[src/inc/vds_cfg.svh]
`ifndef VDS_CFG_SVH
`define VDS_CFG_SVH

`define VDS_CLK_NS 40
`define VDS_SAMPLE_NS 180
`define VDS_STEP_NS 540
`define VDS_SAMPLE_CYC ((`VDS_SAMPLE_NS + `VDS_CLK_NS - 1) / `VDS_CLK_NS)
`define VDS_STEP_CYC ((`VDS_STEP_NS + `VDS_CLK_NS - 1) / `VDS_CLK_NS)
`define VDS_QUAL_READS 3'h3
`define VDS_OFF_READS 3'h4
`define VDS_RUN_FIRST 3'h1
`define VDS_RUN_RESET 3'h0
`define VDS_OFF_CODE_LO 8'hFE
`define VDS_OFF_CODE_HI 8'hFF
`define VDS_BOOT_CODE 8'h00
`define VDS_ANCHOR_CODE 8'hA9
`define VDS_ANCHOR_UV 556250
`define VDS_STEP_UV 6250
`define VDS_CODE_ONE 8'h01

`endif

[src/inc/vds_pkg.sv]
package vds_pkg;

    typedef enum logic [1:0] {
        VDS_DISABLED = 2'h0,
        VDS_TRACK = 2'h1,
        VDS_LATCHED = 2'h3
    } vds_mode_t;

    typedef struct packed {
        logic regulating;
        logic stepping;
        logic off_latched;
    } vds_status_t;

endpackage

[src/verilog/vds_tick_gen.sv]
`timescale 1ns/1ns
`default_nettype none

module vds_tick_gen #(
    parameter int PERIOD = 5
) (
    input wire logic core_clk,
    input wire logic rst,
    output logic tick
);
    localparam int CW = (PERIOD > 1) ? $clog2(PERIOD) : 1;
    localparam logic [CW-1:0] LAST = CW'(PERIOD - 1);

    logic [CW-1:0] cnt_q;
    wire at_last = (cnt_q == LAST);

    always_ff @(posedge core_clk)
    begin
        if (rst)
        begin
            cnt_q <= '0;
            tick <= 1'b0;
        end
        else
        begin
            cnt_q <= at_last ? '0 : cnt_q + CW'(1);
            tick <= at_last;
        end
    end
endmodule

`default_nettype wire

[src/verilog/vds_stepper.sv]
// Behaviour
// - Compare input code each sampling tick.
// - New target after three identical readings.
// - Move reference one code per step.
// - One step per period until equal.
// - Transition time proportional to code difference.
// - Code A9 means 0.55625 V, increment lowers.
// - Off codes need four identical readings.
// - Off latches; enable toggle clears it.
`timescale 1ns/1ns
`default_nettype none
`include "vds_cfg.svh"

module vds_stepper #(
    parameter int SAMPLE_CYC = `VDS_SAMPLE_CYC,
    parameter int STEP_CYC = `VDS_STEP_CYC
) (
    input wire logic core_clk,
    input wire logic rst,
    input wire logic enable,
    input wire logic [7:0] voltage_select_code,
    output logic [7:0] reference_level_q,
    output logic [20:0] reference_uv_q,
    output vds_pkg::vds_status_t status_q
);
    function automatic logic vds_is_off(input logic [7:0] code);
        return (code == `VDS_OFF_CODE_LO) || (code == `VDS_OFF_CODE_HI);
    endfunction

    function automatic logic [20:0] vds_code_to_uv(input logic [7:0] code);
        int v;
        v = `VDS_ANCHOR_UV + (int'(`VDS_ANCHOR_CODE) - int'(code)) * `VDS_STEP_UV;
        return v[20:0];
    endfunction

    logic sample_tick;
    logic step_tick;

    vds_tick_gen #(.PERIOD(SAMPLE_CYC)) u_sample_tick (
        .core_clk(core_clk),
        .rst(rst),
        .tick(sample_tick)
    );

    vds_tick_gen #(.PERIOD(STEP_CYC)) u_step_tick (
        .core_clk(core_clk),
        .rst(rst),
        .tick(step_tick)
    );

    vds_pkg::vds_mode_t mode_q;
    vds_pkg::vds_mode_t mode_d;
    logic [7:0] last_q;
    logic [2:0] run_q;
    logic [7:0] target_q;

    // Readings are counted, not the target compare, so a code bouncing back is requalified
    wire same_read = (voltage_select_code == last_q);
    wire [2:0] run_inc = (run_q == `VDS_OFF_READS) ? run_q : run_q + `VDS_RUN_FIRST;
    wire [2:0] run_d = same_read ? run_inc : `VDS_RUN_FIRST;
    wire read_off = vds_is_off(voltage_select_code);
    wire accept_new = sample_tick && !read_off && (run_d >= `VDS_QUAL_READS)
                      && (voltage_select_code != target_q);
    wire off_seen = sample_tick && read_off && (run_d >= `VDS_OFF_READS);
    wire regulating = (mode_q == vds_pkg::VDS_TRACK);
    wire need_step = (reference_level_q != target_q);
    wire go_down = (target_q < reference_level_q);
    wire do_step = regulating && step_tick && need_step;
    wire [7:0] level_d = go_down ? reference_level_q - `VDS_CODE_ONE
                                 : reference_level_q + `VDS_CODE_ONE;

    always_comb
    begin
        mode_d = mode_q;
        unique case (mode_q)
            vds_pkg::VDS_DISABLED:
                if (enable)
                    mode_d = vds_pkg::VDS_TRACK;
            vds_pkg::VDS_TRACK:
                if (!enable)
                    mode_d = vds_pkg::VDS_DISABLED;
                else if (off_seen)
                    mode_d = vds_pkg::VDS_LATCHED;
            vds_pkg::VDS_LATCHED:
                if (!enable)
                    mode_d = vds_pkg::VDS_DISABLED;
            default:
                mode_d = vds_pkg::VDS_DISABLED;
        endcase
    end

    always_ff @(posedge core_clk)
    begin
        if (rst)
        begin
            last_q <= `VDS_BOOT_CODE;
            run_q <= `VDS_RUN_RESET;
        end
        else if (sample_tick)
        begin
            last_q <= voltage_select_code;
            run_q <= run_d;
        end
    end

    always_ff @(posedge core_clk)
    begin
        if (rst)
        begin
            mode_q <= vds_pkg::VDS_DISABLED;
            target_q <= `VDS_BOOT_CODE;
        end
        else
        begin
            mode_q <= mode_d;
            if (accept_new)
                target_q <= voltage_select_code;
        end
    end

    // Time to settle is at most |delta code| step periods, the first step waits for the free-running tick
    always_ff @(posedge core_clk)
    begin
        if (rst)
            reference_level_q <= `VDS_BOOT_CODE;
        else if (do_step)
            reference_level_q <= level_d;
    end

    // Voltage view lags the code by one cycle
    always_ff @(posedge core_clk)
    begin
        if (rst)
        begin
            reference_uv_q <= vds_code_to_uv(`VDS_BOOT_CODE);
            status_q <= '0;
        end
        else
        begin
            reference_uv_q <= vds_code_to_uv(reference_level_q);
            status_q.regulating <= (mode_d == vds_pkg::VDS_TRACK);
            status_q.stepping <= regulating && need_step;
            status_q.off_latched <= (mode_d == vds_pkg::VDS_LATCHED);
        end
    end
endmodule

`default_nettype wire

[config.mk]
export PLATFORM = sky130hd
export DESIGN_NAME = vds_stepper
export DESIGN_NICKNAME = d
export VERILOG_FILES = /design/src/inc/vds_pkg.sv /design/src/verilog/vds_tick_gen.sv /design/src/verilog/vds_stepper.sv
export VERILOG_INCLUDE_DIRS = /design/src /design/src/inc
export SDC_FILE = /design/constraint.sdc
export NUM_CORES = 1
export LEC_CHECK = 0
export BUFFER_PORTS_ARGS = -buffer_cell sky130_fd_sc_hd__buf_2
export CORE_MARGIN = 5
export CORE_UTILIZATION = 58
export CTS_CLUSTER_SIZE = 24
export DETAILED_ROUTE_END_ITERATION = 12
export PLACE_DENSITY_LB_ADDON = 0.3
export SLEW_MARGIN = 0
export SYNTH_ARGS = -nofsm -noshare
export SYNTH_HDL_FRONTEND = slang
export SYNTH_SLANG_ARGS = --single-unit
[constraint.sdc]
create_clock -name core_clk -period 6.3 [get_ports core_clk]
set_input_delay 0.63 -clock core_clk [delete_from_list [all_inputs] [get_ports core_clk]]
set_output_delay 0.63 -clock core_clk [all_outputs]
set_load 0.1 [all_outputs]
# After elaboration in Yosys (flattened, before gate mapping)
# Index checks and enable logic that the tools add are counted.
# totals
out_inout_bits,32
latch_bits,0
elab_cells,57
input_bits,11
memories,0
rom_bits,0
mem_bits_rw,0
reg_bits,62
# classes
mul,1
n_bitwise,0
magnitude_cmp,3
addsub,7
eq_ne,12
n_reduce_logical,13
shifts,0
n_div,0
n_mux,8
# ops
operator,count
$add 21x21->21 const A,1
$mul 9x13->20 const B,1
$eq 8x8->1 const B,2
$ne 8x8->1,2
$sub 8x8->9 const A,1
$add 8x1->8 const B,1
$eq 8x8->1,1
$logic_and 1x1->1,8
$lt 8x8->1,1
$mux 2,4
$mux 8,1
$sub 8x1->8 const B,1
$add 3x1->3 const B,2
$eq 3x3->1 const B,2
$mux 3,2
$pmux 2 s3,1
$add 4x1->4 const B,1
$eq 2x1->1 const B,2
$eq 2x2->1 const B,2
$eq 4x4->1 const B,1
$reduce_or 2->1,2
$ge 3x2->1 const B,1
$ge 3x3->1 const B,1
$logic_not 2->1,1
2 further kinds,2

# Depth between registers and ports, before layout
# depth
ltp_word,9
mapped_depth,23
ltp_nobuf,23

# By module
# From an unflattened synthesis, not the netlist that was laid out.
# unflattened
cells_unflattened,554
area_unflattened_um2,4954.8
# by_module_without_submodules
module,seq_area_each_um2,n_inst,area_each_um2,cells_each
vds_stepper,1041.0,1,4596.9,518
vds_tick_gen (u_step_tick),100.1,1,201.4,21
vds_tick_gen (u_sample_tick),80.1,1,156.4,15

# Least setup slack after synthesis
# OpenSTA, ideal clock, no wires.
# synth_timing
path_type,register -> register
start,reg reference_level_q[1]
end,reg reference_uv_q[20]
period_less_slack_ps,6391
arrival_ps,6274
path_stages_with_launch,24
path_slack_ps,-91
required_time_ps,6183
setup_ps,117
path_buffers,1
path_cell_list,dfxtp_1 -> inv_1 -> ha_1 -> o21a_1 -> o21ai_0 -> xnor2_1 -> inv_1 -> ha_1 -> inv_1 -> fa_1 -> fa_1 -> inv_1 -> fa_1 -> ha_1 -> ha_1 -> buf_2 -> nor3_2 -> nor2_1 -> a32o_2 -> o32ai_2 -> xor2_1 -> o41ai_2 -> xnor2_1 -> nand2b_1
# synth_via
elab_chain_cells,3
# synth_rtl
element,line_no,source
from (decl),vds_stepper.sv:22,"output logic [7:0] reference_level_q,"
from (signal assigned),vds_stepper.sv:125,reference_level_q <= `VDS_BOOT_CODE;
from (signal assigned),vds_stepper.sv:127,reference_level_q <= level_d;
$sub 8x8->9,vds_stepper.sv:32,v = `VDS_ANCHOR_UV + (int'(`VDS_ANCHOR_CODE) - int'(code)) * `VDS_STEP_UV;
$mul 9x13->20 (no source line),--,
$add 21x21->21 (no source line),--,
to (signal assigned),vds_stepper.sv:135,reference_uv_q <= vds_code_to_uv(`VDS_BOOT_CODE);
to (signal assigned),vds_stepper.sv:140,reference_uv_q <= vds_code_to_uv(reference_level_q);
to (decl),vds_stepper.sv:23,"output logic [20:0] reference_uv_q,"
# Every way passes these cells.
# A chain may end at the register's enable or synchronous reset.

# Final worst setup path
# layout_timing
start,reg reference_level_q[1]
end,reg reference_uv_q[18]
# Same word-level chain as after synthesis.

==> results.tsv <==
stage	metric	value	unit
sta	fin_ws	437.4	ps
sta	relSlewSlack	22.45	%
cells_and_area	finalNonFillerCells	698	
routing	drtPass1Iterations	4	
sta	worstMarginPinSlew	1160	ps
routing	vias	3735	
critical_path	path_class	register to register	
placement	dp_hpwl	7876	um
routing	via_per_inst	5.351	
pwr	power.internal	0.0006043	W
routing	detail-route-antenna-nets	0	
synthesis	yosysSeqAreaShare	24.63	%
global_routing	grt_use_met1	25.77	%
synthesis	yosys_warnings	0	
sta	drv_slew	0	
routing	wirelength	9752	um
critical_path	start_kind	register	
pwr	switchingPower	0.0001807	W
sta	max_freq	170.6	MHz
clocking	post_cts_buffers	0	
synthesis	syn_inst	549	
pwr	cellPowerDensity	144.0	nW/um2
pwr	power	0.0007850	W
routing	drc	0	
global_routing	grt-ovfl-total	0	
placement	port_buffers	41	
clocking	cts_tree	built	
placement	place_inst	683	
synthesis	synth-seq-cells	61	
clocking	postCtsHoldBufs	0	
min_path	min_to	u_sample_tick.tick$_SDFF_PP0_	
critical_path	worstPathArrival	6050	ps
clocking	clock_latency	340	ps
cells_and_area	nNetsFinal	700	
critical_path	ff2ff_setup_slack	440	ps
clocking	cts.reportedPaths.clkPinSlew	70	ps
job	maxCapViolations	0	
pwr	combPwrFrac	4.7	%
critical_path	worstPathRequired	6490	ps
clocking	clockBufferDepth	2	
synthesis	avgSynthCellArea	9.032	um2
global_routing	grt_usage	20.70	%
clocking	numCtsBuffers	9	
global_routing	met2_usage	35.15	%
synthesis	synth.distinct_cells	60	
sta	fin_crit	5863	ps
global_routing	antenna_found_initial	0	
cells_and_area	layout-drive-gt1-share	12.65	%
routing	wl_per_cell	13.97	um
sta	finalClockSkew	6.021	ps
min_path	hold_start	u_sample_tick.cnt_q[2]$_SDFF_PP0_	
sta	fin_setup_tns	0	ps
pwr	seqPwrFrac	50.2	%
global_routing	grt_pass1_vias	3776	
global_routing	grt_max_degree	59	
pwr	p_leak	2.484	nW
pwr	pwr-share-clk	45.1	%
floorplanning	die_h	102.5	um
status	status	finished, final reports clean	
critical_path	max_stage_delay	490	ps
sta	setup_viol	0	
floorplanning	dieWidth	102.5	um
critical_path	rr_startpoint	reference_level_q[1]$_SDFFE_PP0P_	
synthesis	synth_area	4959	um2
pwr	swShare	23.02	%
floorplanning	die_area	10500	um2
min_path	whs_path_depth	2	
placement	globalplace.congestion	0.8822	
global_routing	grt_most_used_layer	met2	
critical_path	r2r_cells	22	
critical_path	r2r_end	reference_uv_q[18]$_SDFF_PP0_	
cells_and_area	final_cell_mix	ha_1 (78), inv_1 (70), nor2_1 (62)	
floorplanning	initial_core_util	60.05	%
global_routing	grt_pass1_wl	17250	um
critical_path	crit_fanout	10	
min_path	hp-class	register to register	
placement	pre_cts_ws	481.0	ps
sta	holdWs	480.2	ps
synthesis	syn-num-nets	660	
cells_and_area	area_delta_synth_final	9.917	%
global_routing	globalRouteMet3Util	5.051	%
clocking	clock_sinks	61	
routing	drt_iter0_drc	147	
clocking	cts-root-buf	clkbuf_8	
clocking	cts_resized	0	
critical_path	worstPathCellList	inv_1, ha_1, o21a_1, o21ai_0, xnor2_1, inv_1, ha_1, inv_1, fa_1, fa_1, inv_1, fa_1, ha_1, ha_1, a21o_1, or3_4, o21a_4, xnor2_1, nand3b_1, or3_1, xnor2_1, nor2_1	
floorplanning	core-area	8258	um2
pwr	peakVddDrop	0.0001717	V
synthesis	synth_edf_count	0	
cells_and_area	insertedDiodeCount	0	
sta	hold_viol	0	
sta	rsz0062_at_grt	no	
critical_path	setup.worst_path.end_class	register	
floorplanning	rows	33	
synthesis	async_flop_share	0	%
critical_path	slowest_stage	fa_1	
synthesis	yosys_most_used_dff	dfxtp_1	
cells_and_area	final_common_cell	ha_1	
sta	fin_crit_sh	93.06	%
clocking	htreeDepth	3	
floorplanning	ios	43	
[sequential cells by signal (all words and copies together), names as in the netlist]
signal / cells
target_q: 8
last_q: 8
u_step_tick.cnt_q: 4
reference_level_q: 8
run_q: 3
u_sample_tick.tick: 1
mode_q: 2
reference_uv_q: 20
status_q: 3
u_sample_tick.cnt_q: 3
u_step_tick.tick: 1
[synth_stat cells (3+ instances only)]
master / count / area share (%)
a21o_1: 9 / 1.4
a21oi_1: 25 / 2.5
and2_1: 6 / 0.76
clkbuf_1: 8 / 0.61
dfxtp_1: 61 / 25
fa_1: 22 / 8.9
ha_1: 78 / 20
inv_1: 70 / 5.3
mux2i_1: 21 / 4.2
nand2_1: 17 / 1.3
nand2b_1: 9 / 1.1
nand3_1: 7 / 0.71
nand4_1: 8 / 1.0
nor2_1: 62 / 4.7
nor2b_1: 10 / 1.3
nor3_1: 10 / 1.0
nor3b_1: 3 / 0.45
nor3b_2: 3 / 0.76
o21a_1: 3 / 0.45
o21ai_0: 16 / 1.6
o21bai_1: 3 / 0.45
or2_2: 3 / 0.38
or3_1: 3 / 0.38
xnor2_1: 37 / 6.5
xor2_1: 12 / 2.1
[power groups by stage]
| stage | sequential, W | clock, W | combinational (W) |
|---|---|---|---|
| floorplan | 0.000404 | 0 | 0.0000244 |
| global placement | 0.000403 | 0 | 0.0000357 |
| detailed placement | 0.000403 | 0 | 0.0000370 |
| CTS | 0.000394 | 0.000362 | 0.0000371 |
| global route | 0.000395 | 0.000383 | 0.0000418 |
| finish | 0.000394 | 0.000354 | 0.0000368 |
[final cells by class]
class / count / area, um2
clock buffers: 11 / 151.4
repair buffers: 41 / 205.2
fillers: 705 / 2808
clock inverters: 4 / 47.55
inverters: 70 / 262.8
flip-flops and latches: 61 / 1222
multi-input cells: 406 / 3430
well taps: 105 / 131.4
[stage by stage]
stage,cell area (um2),utilization [%]
2_1_floorplan,4960,-
3_3_place_gp,5251,63.59
3_5_place_dp,5251,63.59
4_1_cts,5450,66.00
5_1_grt,5450,66.00
6_report,5450,66.00
[logic make-up after synthesis]
kind of cell	count (synthesis)	share of synthesized area (%)
simple gates	158	16.81
xor+xnor	49	8.655
buf+inv	82	6.334
mux	21	4.239
flops	61	24.63
other cells	1	0.07563
fa+ha+maj	100	28.56
compound gates	77	10.70
[worst max-delay path: cells and delay by family (launching register included)]
kind	cells	cell delay, ps
AO/OA/AOI/OAI	4	880
XOR/XNOR	3	450
adder cells (fa/ha/maj)	7	2450
buffers and inverters	4	440
flip-flops	1	430
AND/OR/NAND/NOR	4	1060
[metal layers]
layer / vias up / wire length [um]
met3: 16 / 444
met1: 1737 / 4448
met2: 63 / 4680
li1: 1919 / -
met5: - / 0
met4: 0 / 178
[worst max-delay path by stage]
stage          cells after the start                               from                            end  slack, ps
2_1_floorplan                     23  reference_level_q[2]$_SDFFE_PP0P_  reference_uv_q[20]$_SDFF_PP1_        100
3_3_place_gp                      22  reference_level_q[1]$_SDFFE_PP0P_  reference_uv_q[18]$_SDFF_PP0_        640
3_5_place_dp                      22  reference_level_q[1]$_SDFFE_PP0P_  reference_uv_q[18]$_SDFF_PP0_        480
4_1_cts                           22  reference_level_q[1]$_SDFFE_PP0P_  reference_uv_q[18]$_SDFF_PP0_        450
5_1_grt                           22  reference_level_q[1]$_SDFFE_PP0P_  reference_uv_q[18]$_SDFF_PP0_         60
6_report                          22  reference_level_q[1]$_SDFFE_PP0P_  reference_uv_q[18]$_SDFF_PP0_        440
Power figures use the tool's default switching activity.
